## src/core/sram_host_consts.svh

```systemverilog
// Timing constants for the asynchronous SRAM host controller
`ifndef SRAM_HOST_CONSTS_SVH
`define SRAM_HOST_CONSTS_SVH
`define CLK_PERIOD_NS      5
// Faster grade figures in ns
`define T_RC_NS            70
`define T_AA_NS            70
`define T_OE_NS            40
`define T_OH_NS            10
`define T_HZ_NS            25
`define T_WC_NS            70
`define T_CW_NS            60
`define T_WP_NS            50
`define T_BW_NS            55
`define T_DW_NS            30
`define T_OW_NS            5
// Cycle counts: least times round up
`define CYC_UP(ns)  (((ns) + `CLK_PERIOD_NS - 1) / `CLK_PERIOD_NS)
`define RD_CYC      `CYC_UP(`T_RC_NS)
`define WP_CYC      `CYC_UP(`T_WC_NS)
`define HZ_CYC      `CYC_UP(`T_HZ_NS)
// Read phase stretch: one edge clears the access-time race, two more
// cover the data pin synchroniser before the strobes release
`define RD_SYNC_CYC 3
`endif

```

## src/core/sram_host_pkg.sv

```systemverilog
// Types for the asynchronous SRAM host controller
package sram_host_pkg;
  typedef enum logic [1:0] {
    ST_IDLE,
    ST_READ,
    ST_WRITE,
    ST_TURN
  } host_state_t;
endpackage : sram_host_pkg

```

## src/core/sram_pins_if.sv

```systemverilog
// Pin bundle between the sequencer and the pin driver
`timescale 1ns/1ps
interface sram_pins_if;
  logic        cs_act;
  logic        wr_act;
  logic        rd_act;
  logic        drive;
  logic [1:0]  lanes;
  modport seq (output cs_act, output wr_act, output rd_act,
               output drive, output lanes);
  modport drv (input cs_act, input wr_act, input rd_act,
               input drive, input lanes);
endinterface : sram_pins_if

```

## src/core/sram_host.sv

```systemverilog
// Host controller sequencing reads and writes to an async SRAM
`timescale 1ns/1ps
`include "sram_host_consts.svh"
module sram_host
  import sram_host_pkg::*;
#(
  parameter int ADDR_W = 18,
  parameter int DATA_W = 16
)
(
  // Clock and reset
  input  wire logic              core_clk_in,
  input  wire logic              rst_b_in,
  // User request port
  input  wire logic              req_valid_in,
  input  wire logic              req_write_in,
  input  wire logic [ADDR_W-1:0] req_addr_in,
  input  wire logic [DATA_W-1:0] req_wdata_in,
  input  wire logic [1:0]        req_lanes_in,
  output logic                   req_ready_out,
  output logic                   rd_valid_out,
  output logic [DATA_W-1:0]      rd_data_out,
  // SRAM pins
  output logic [ADDR_W-1:0]      sram_addr_out,
  output logic                   chip_select_low_active_out,
  output logic                   chip_select_high_active_out,
  output logic                   write_n_out,
  output logic                   output_gate_n_out,
  output logic                   lower_lane_select_n_out,
  output logic                   upper_lane_select_n_out,
  input  wire logic [DATA_W-1:0] sram_data_in,
  output logic [DATA_W-1:0]      sram_data_out,
  output logic                   sram_data_oe_out
);
  localparam logic [4:0] RD_LAST = 5'(`RD_CYC + `RD_SYNC_CYC);
  localparam logic [4:0] WR_LAST = 5'(`WP_CYC);
  localparam logic [4:0] TN_LAST = 5'(`HZ_CYC);

  host_state_t     state_reg;       // Sequencer state
  host_state_t     state_next;      // Next state
  logic [4:0]      cnt_reg;         // Cycles spent in state
  logic [1:0]      lanes_reg;       // Latched lane enables
  logic [DATA_W-1:0] sync1_reg;     // First sync stage, data pins
  logic [DATA_W-1:0] sync2_reg;     // Second sync stage
  logic            done;            // Current phase time elapsed
  logic            take;            // Request accepted
  logic [DATA_W-1:0] lane_mask;     // Byte mask from lanes

  sram_pins_if pins ();

  // Lane to byte mapping
  function automatic logic [DATA_W-1:0] mask_of(input logic [1:0] l);
    mask_of = {{(DATA_W/2){l[1]}}, {(DATA_W/2){l[0]}}};
  endfunction : mask_of

  assign lane_mask     = mask_of(lanes_reg);
  assign req_ready_out = (state_reg == ST_IDLE);
  assign take          = req_valid_in && req_ready_out;
  assign done          = (state_reg == ST_READ  && cnt_reg == RD_LAST) ||
                         (state_reg == ST_WRITE && cnt_reg == WR_LAST) ||
                         (state_reg == ST_TURN  && cnt_reg == TN_LAST);

  // Next state decode
  always_comb
  begin
    state_next = state_reg;
    unique case (state_reg)
      ST_IDLE:
        if (take)
          state_next = req_write_in ? ST_WRITE : ST_READ;
      ST_READ:
        if (done)
          state_next = ST_TURN;
      ST_WRITE:
        if (done)
          state_next = ST_TURN;
      ST_TURN:
        if (done)
          state_next = ST_IDLE;
    endcase
  end

  // Pin intent; pin driver adds one flop so all strobes move together.
  // write qualified by both chip selects; not gated by the lane selects
  assign pins.cs_act = (state_reg == ST_READ) || (state_reg == ST_WRITE);
  assign pins.wr_act = (state_reg == ST_WRITE);
  assign pins.rd_act = (state_reg == ST_READ);
  // bus driven in write phase and held one edge after it
  assign pins.drive  = (state_reg == ST_WRITE);
  assign pins.lanes  = pins.cs_act ? lanes_reg : 2'b00;

  sram_pin_drv u_drv (
    .core_clk_in                 (core_clk_in),
    .rst_b_in                    (rst_b_in),
    .ctl                         (pins),
    .chip_select_low_active_out  (chip_select_low_active_out),
    .chip_select_high_active_out (chip_select_high_active_out),
    .write_n_out                 (write_n_out),
    .output_gate_n_out           (output_gate_n_out),
    .lower_lane_select_n_out     (lower_lane_select_n_out),
    .upper_lane_select_n_out     (upper_lane_select_n_out),
    .data_oe_out                 (sram_data_oe_out)
  );

  // State and phase counter
  always_ff @(posedge core_clk_in or negedge rst_b_in)
  begin
    if (!rst_b_in)
    begin
      state_reg <= ST_IDLE;
      cnt_reg   <= 5'h0;
    end
    else
    begin
      state_reg <= state_next;
      cnt_reg   <= (state_next != state_reg) ? 5'h0 : cnt_reg + 5'h1;
    end
  end

  // Address and data latched at accept, stable through the cycle
  always_ff @(posedge core_clk_in or negedge rst_b_in)
  begin
    if (!rst_b_in)
    begin
      sram_addr_out <= '0;
      sram_data_out <= '0;
      lanes_reg     <= 2'b00;
    end
    else if (take)
    begin
      sram_addr_out <= req_addr_in;
      sram_data_out <= req_wdata_in;
      lanes_reg     <= req_lanes_in;
    end
  end

  // Two stage sync of the data pins before use
  always_ff @(posedge core_clk_in or negedge rst_b_in)
  begin
    if (!rst_b_in)
    begin
      sync1_reg <= '0;
      sync2_reg <= '0;
    end
    else
    begin
      sync1_reg <= sram_data_in;
      sync2_reg <= sync1_reg;
    end
  end

  // Capture read data at end of read phase. Data is valid a full access
  // time after the strobes land; the phase is stretched so that the
  // synchronised copy is already past that point while strobes still
  // hold the device driving. Costs three cycles per read.
  always_ff @(posedge core_clk_in or negedge rst_b_in)
  begin
    if (!rst_b_in)
    begin
      rd_valid_out <= 1'b0;
      rd_data_out  <= '0;
    end
    else
    begin
      rd_valid_out <= (state_reg == ST_READ) && done;
      if ((state_reg == ST_READ) && done)
        rd_data_out <= sync2_reg & lane_mask;
    end
  end
endmodule : sram_host

```

## src/core/sram_pin_drv.sv

```systemverilog
// Registered pin driver turning active flags into SRAM pin levels
`timescale 1ns/1ps
module sram_pin_drv
(
  // Clock and reset
  input  wire logic  core_clk_in,
  input  wire logic  rst_b_in,
  // Control bundle
  sram_pins_if.drv   ctl,
  // Pins
  output logic       chip_select_low_active_out,
  output logic       chip_select_high_active_out,
  output logic       write_n_out,
  output logic       output_gate_n_out,
  output logic       lower_lane_select_n_out,
  output logic       upper_lane_select_n_out,
  output logic       data_oe_out
);
  // All strobes from flops so they switch glitch free
  always_ff @(posedge core_clk_in or negedge rst_b_in)
  begin
    if (!rst_b_in)
    begin
      chip_select_low_active_out  <= 1'b1;
      chip_select_high_active_out <= 1'b0;
      write_n_out                 <= 1'b1;
      output_gate_n_out           <= 1'b1;
      lower_lane_select_n_out     <= 1'b1;
      upper_lane_select_n_out     <= 1'b1;
      data_oe_out                 <= 1'b0;
    end
    else
    begin
      chip_select_low_active_out  <= ~ctl.cs_act;
      chip_select_high_active_out <= ctl.cs_act;
      write_n_out                 <= ~ctl.wr_act;
      output_gate_n_out           <= ~ctl.rd_act;
      lower_lane_select_n_out     <= ~ctl.lanes[0];
      upper_lane_select_n_out     <= ~ctl.lanes[1];
      // data outlives strobe one edge; output gate stays high
      // in writes, so the far side never drives into the held bus
      data_oe_out                 <= ctl.drive || !write_n_out;
    end
  end
endmodule : sram_pin_drv

```

## config.mk

```make
export PLATFORM = sky130hd
export DESIGN_NAME = sram_host
export DESIGN_NICKNAME = d
export VERILOG_FILES = /design/src/core/sram_host_pkg.sv /design/src/core/sram_pins_if.sv /design/src/core/sram_host.sv /design/src/core/sram_pin_drv.sv
export VERILOG_INCLUDE_DIRS = /design/src /design/src/core
export SDC_FILE = /design/constraint.sdc
export NUM_CORES = 1
export LEC_CHECK = 0
export BUFFER_PORTS_ARGS = -buffer_cell sky130_fd_sc_hd__buf_2
export CORE_MARGIN = 10
export CORE_UTILIZATION = 54
export DETAILED_ROUTE_END_ITERATION = 8
export PLACE_DENSITY_LB_ADDON = 0.12
export SYNTH_ARGS = -nofsm -noshare
export SYNTH_HDL_FRONTEND = slang
export SYNTH_SLANG_ARGS = --single-unit
```

## constraint.sdc

```tcl
create_clock -name core_clk_in -period 4 [get_ports core_clk_in]
set_input_delay 0 -clock core_clk_in [delete_from_list [all_inputs] [get_ports core_clk_in]]
set_output_delay 0 -clock core_clk_in [all_outputs]
set_load 0.1 [all_outputs]
```

---- After elaboration in Yosys (flattened, before gate mapping) ----
Index checks and enable logic that the tools add are counted.
storage, ports and cells
  memories kept ........................... 0
  memory bits (writable) .................. 0
  ROM bits ................................ 0
  word-level logic and storage cells ...... 49
  input port bits ......................... 56
  bits in latches ......................... 0
  bits in registers ....................... 99
  output and inout port bits .............. 59
operators by class
  multipliers ............................. 0
  shifts and indexed selects .............. 0
  add/sub/neg operators ................... 1
  bitwise gates (word level) .............. 6
  div/mod/pow operators ................... 0
  multiplexer cells ....................... 7
  $lt $le $gt $ge ......................... 0
  eq/ne operators ......................... 7
  reductions and logical operators ........ 12
operators by type and width
  operator                                             count
  AND 16 bit                                           1
  two-way mux 2 bit                                    5
  case mux 2 bit (3 select lines)                      1
  adder 5 x 1 -> 5 bit, second input constant          1
  equality test 5 x 3 -> 1 bit, second input constant  1
  equality test 5 x 4 -> 1 bit, second input constant  1
  equality test 5 bit, second input constant           1
  logical AND 1 bit                                    5
  two-way mux 5 bit                                    1
  NOT 1 bit                                            5
  equality test 2 bit, second input constant           2
  logical OR 1 bit                                     4
  equality test 2 x 1 -> 1 bit, second input constant  1
  zero test 2 bit                                      1
  != test 2 bit                                        1
  OR reduction 2 bit                                   1
  zero test 1 bit                                      1

---- Depth between registers and ports, before layout ----
  depth after elaboration ................. 8
  gate-level depth with buffers ........... 8
  depth with buffers taken out ............ 7

---- Hierarchy ----
A second synthesis with hierarchy kept.
second synthesis, totals
  cell total of the unflattened synthesis .. 253
  area total of the unflattened synthesis .. 3679.8 um^2
by module, submodules not included
  module        times used  cells an instance  sequential area each (um^2)  area an instance (um^2)
  sram_host     1           240                2302.2                       3473.3
  sram_pin_drv  1           13                 181.4                        206.4

---- Worst setup path after synthesis ----
No wires, ideal clock.
  kind .................................... register -> register
  start ................................... reg state_reg[1]
  end ..................................... reg sram_addr_out[0]
  data arrival time ....................... 2.387 ns
  cell stages (with the launch flop) ...... 6
  slack ................................... 1.487 ns
  required time ........................... 3.874 ns
  buffers on the path ..................... 1
  clock period less this slack ............ 2.513 ns
  setup time .............................. 0.126 ns
  path through ............................ dfrtp_1 inv_1 ha_1 nand2_1 buf_2 mux2_2
on the way
  longest elaborated chain between the ends .. 2
RTL lines
  element                   RTL line          text
  start: declaration        sram_host.sv:39   host_state_t state_reg;
  start signal: assignment  sram_host.sv:115  state_reg <= state_next;
  zero test 2 bit           sram_host.sv:57   assign req_ready_out = (state_reg == ST_IDLE);
  net req_ready_out         sram_host.sv:20   output logic req_ready_out,
  logical AND 1 bit         sram_host.sv:58   assign take = req_valid_in && req_ready_out;
  end signal: assignment    sram_host.sv:131  sram_addr_out <= req_addr_in;
  end: declaration          sram_host.sv:24   output logic [ADDR_W-1:0] sram_addr_out,
The timed path passes the listed nets, and every way through them passes these cells.
A chain may end at the register's enable or synchronous reset.

---- Final worst setup path ----
  start ................................... reg state_reg[0]
  end ..................................... reg sram_addr_out[17]
on the way
  longest elaborated chain between the ends .. 2
RTL lines
  element            RTL line
  zero test 2 bit    sram_host.sv:57
  logical AND 1 bit  sram_host.sv:58
No other way between the ends.

==> out/results.tsv <==
stage	metric	value	unit
yosys	ys flop type	dfrtp_1	
floorplanning	Vert. Die Dim	101	um
yosys	Post-Synth Adder-Cell Area	2.47	%
yosys	area leader, netlist	dfrtp_1	
detailed_routing	DRC	0	
hold_path	worst hold-check path type	in -> reg	
clocking	TritonCTS clock tree	yes	
timing	# setup viols final	0	
timing	clock skew	0.00970	ns
floorplanning	CORE AREA	0.00635	mm^2
yosys	simple-gate share of the synthesized area	7.48	%
worst_setup_path	CP required	4.23	ns
clocking	setup bufs post-CTS	0	
worst_setup_path	critical path launch point type	register	
finish	share of cells above drive strength 1	42.1	%
yosys	syn_area_per_cell	14.1	um^2
floorplanning	top-level I/O count	115	
yosys	Post-Syn Area	0.00355	mm^2
detailed_routing	final WL	8110	um
worst_setup_path	slowest CP cell	nand2_1	
worst_setup_path	FF-to-FF Start	state_reg[0]	
worst_setup_path	Critical Path Max Stage Delay	0.65	ns
finish	fillers	420	
yosys	syn_nets	314	
detailed_routing	Routed wire per std cell	16.0	um
floorplanning	full die area	0.0102	mm^2
worst_setup_path	worst-path fanout max	19	
placed_design	DPL Wire Length	5640	um
grt	global-route usage over all layers	16.4	%
floorplanning	Initial Util	55.9	%
clocking	CTS max path bufs	2	
floorplanning	std cell rows	29	
detailed_routing	Iter 0 DRT Violations	55	
worst_setup_path	Worst R2R Path Depth	5	
hold_path	HP Start	req_write_in	
clocking	CTS H-tree depth	3	
worst_setup_path	reg2reg end	sram_addr_out[17]	
hold_path	hold path cells	3	
timing	Hold Violations, Final	0	
yosys	number of synthesized flops with an enable pin	0	
timing	fin crit period	2.42	ns
clocking	clock transition at the registers of the reported paths	0.08	ns
detailed_routing	Vias/cell	4.85	
finish	number of flip-flops in the largest register	18	
clocking	Clock Latency Late Sink	0.35	ns
clocking	Root Driver	clkbuf_8	
finish	Total Nets Final	486	
finish	synthesis-to-finish area growth	38.8	%
run_status	status	complete, no violations	
placed_design	Placer Congestion	0.787	
yosys	mux cell area share after synthesis	11.7	%
detailed_routing	total number of vias	2456	
yosys	Compound-Gate Fraction of Synth Area	5.43	%
worst_setup_path	WP data arrival	2.65	ns
floorplanning	Die X	101	um
clocking	cts repair resizes	0	
yosys	XOR/XNOR Fraction of Synth Area	0.740	%
detailed_routing	drt pass-1 iters	4	
worst_setup_path	critical path capture point type	register	
timing	Max Slew Vio Count	0	
finish	Biggest register	sram_addr_out	
clocking	TritonCTS Buffers	9	
finish	most frequent cells in the layout	113 x buf_2, 94 x dfrtp_1, 53 x dlygate4sd3_1	
hold_path	hold endpoint	state_reg[1]	
yosys	main combinational cell family by area after synthesis	multiplexers	
yosys	synthesized flop and latch total	99	
yosys	Netlist cell types	34	
finish	commonest non-fill, non-tap cell in the layout	buf_2	
yosys	post-synth top area share	66.3	%
clocking	cts hold-fix bufs	53	
worst_setup_path	CP cell instances	inv_1 > ha_1 > nand2_1 > buf_4 > mux2_2	
grt	vias in the first global route	2720	
timing	RSZ-0062 raised after global routing	no	
yosys	most area-consuming cells after synthesis	dfrtp_1 66%, mux2_2 11%, nand2_1 3.8%	
worst_setup_path	crit path kind	reg -> reg	
detailed_routing	ANT nets after route	0	
timing	Rel. slew slack	24.9	%
grt	Remaining Overflow, GRT	0	
timing	Worst-Margin Slew	1.13	ns
yosys	async set-reset flop share out of synthesis	100	%
grt	initial antenna violation count	1	
placed_design	# port buffers	114	
clocking	# clock sinks	99	
timing	Tcrit/Tclk final	60.4	%
grt	pin count of the biggest net entering global routing	67	
yosys	YS warnings	0	
worst_setup_path	reg2reg setup slack	1.58	ns
timing	maximum operating frequency	414	MHz
grt	first-pass GRT wire length	13400	um
job	max-cap viol count	0	
yosys	Synth Instances	251	
yosys	post-synthesis sequential area ratio	70.0	%
timing	Fin Setup TNS	0	ns
[cells in the mapped netlist (2+ instances only)]
cell type and count:
buf_2 5, clkbuf_1 2, dfrtp_1 94, dfstp_2 5, ha_1 7, inv_1 9
mux2_2 36, nand2_1 36, nand2b_1 2, nand3_1 3, nor2_1 5, nor2b_1 2
nor3_1 5, o21ai_0 15, o21ai_1 4, o21ai_2 2, xor2_1 2
[kinds of logic after synthesis]
kind of cell / count (synthesis)
xor gates and xnor gates: 3
AOI/OAI and AO/OA: 30
adders and majority gates: 7
and+or+nand+nor: 58
muxes: 37
DFF: 99
buffers and inverters: 17
[per-stage QoR]
stage | setup slack [ns] | util, % | instance area [um^2] | cells | hold WS [ns]
finish | 1.58 | 77.6 | 4930 | 506 | 0.0974
global route | 1.33 | 77.6 | 4930 | 506 | 0.108
CTS | 1.60 | 77.5 | 4920 | 505 | 0.0805
detailed placement | 1.62 | 66.0 | 4190 | 436 | 0.110
global placement | 1.72 | 66.0 | 4190 | 436 | 0.109
floorplan | 1.49 | - | 3550 | 251 | -0.296
[routing by layer]
layer	vias to the layer above	GRT usage [%]	wire, um
met5	-	0	0
met4	0	5.04	113
met3	9	6.58	582
met2	72	28.0	4300
met1	1197	18.3	3120
li1	1178	-	-
[area by class of cell]
type,count,area (um^2),share of cell area (%)
sequential,99,2480,50.4
inverter,9,33.8,0.686
timing repair buffer,169,1120,22.7
tap,77,96.3,1.96
clock buffer,11,141,2.87
clock inverter,5,62.6,1.27
antenna,1,2.50,0.0508
multi-input combinational,135,987,20.0
[critical path, delay by kind of cell (launching register included)]
family / cells / cell delay, ns
fa+ha+maj: 1 / 0.31
buf+inv: 2 / 0.50
flops: 1 / 0.46
mux: 1 / 0.38
simple gates: 1 / 0.65
[how the worst max path moves through the flow]
stage            startpoint           endpoint  slack (ns)  depth (start not counted)
2_1_floorplan  state_reg[1]   sram_addr_out[0]        1.49                          5
3_3_place_gp   state_reg[0]   sram_data_out[5]        1.72                          5
3_5_place_dp   state_reg[0]   sram_data_out[5]        1.62                          5
4_1_cts        state_reg[0]   sram_data_out[8]        1.60                          5
5_1_grt        state_reg[1]     rd_data_out[9]        1.33                          5
6_report       state_reg[0]  sram_addr_out[17]        1.58                          5
Power is not shown: default switching activity piles up to over one toggle a cycle in this logic, so the estimate is an artifact.
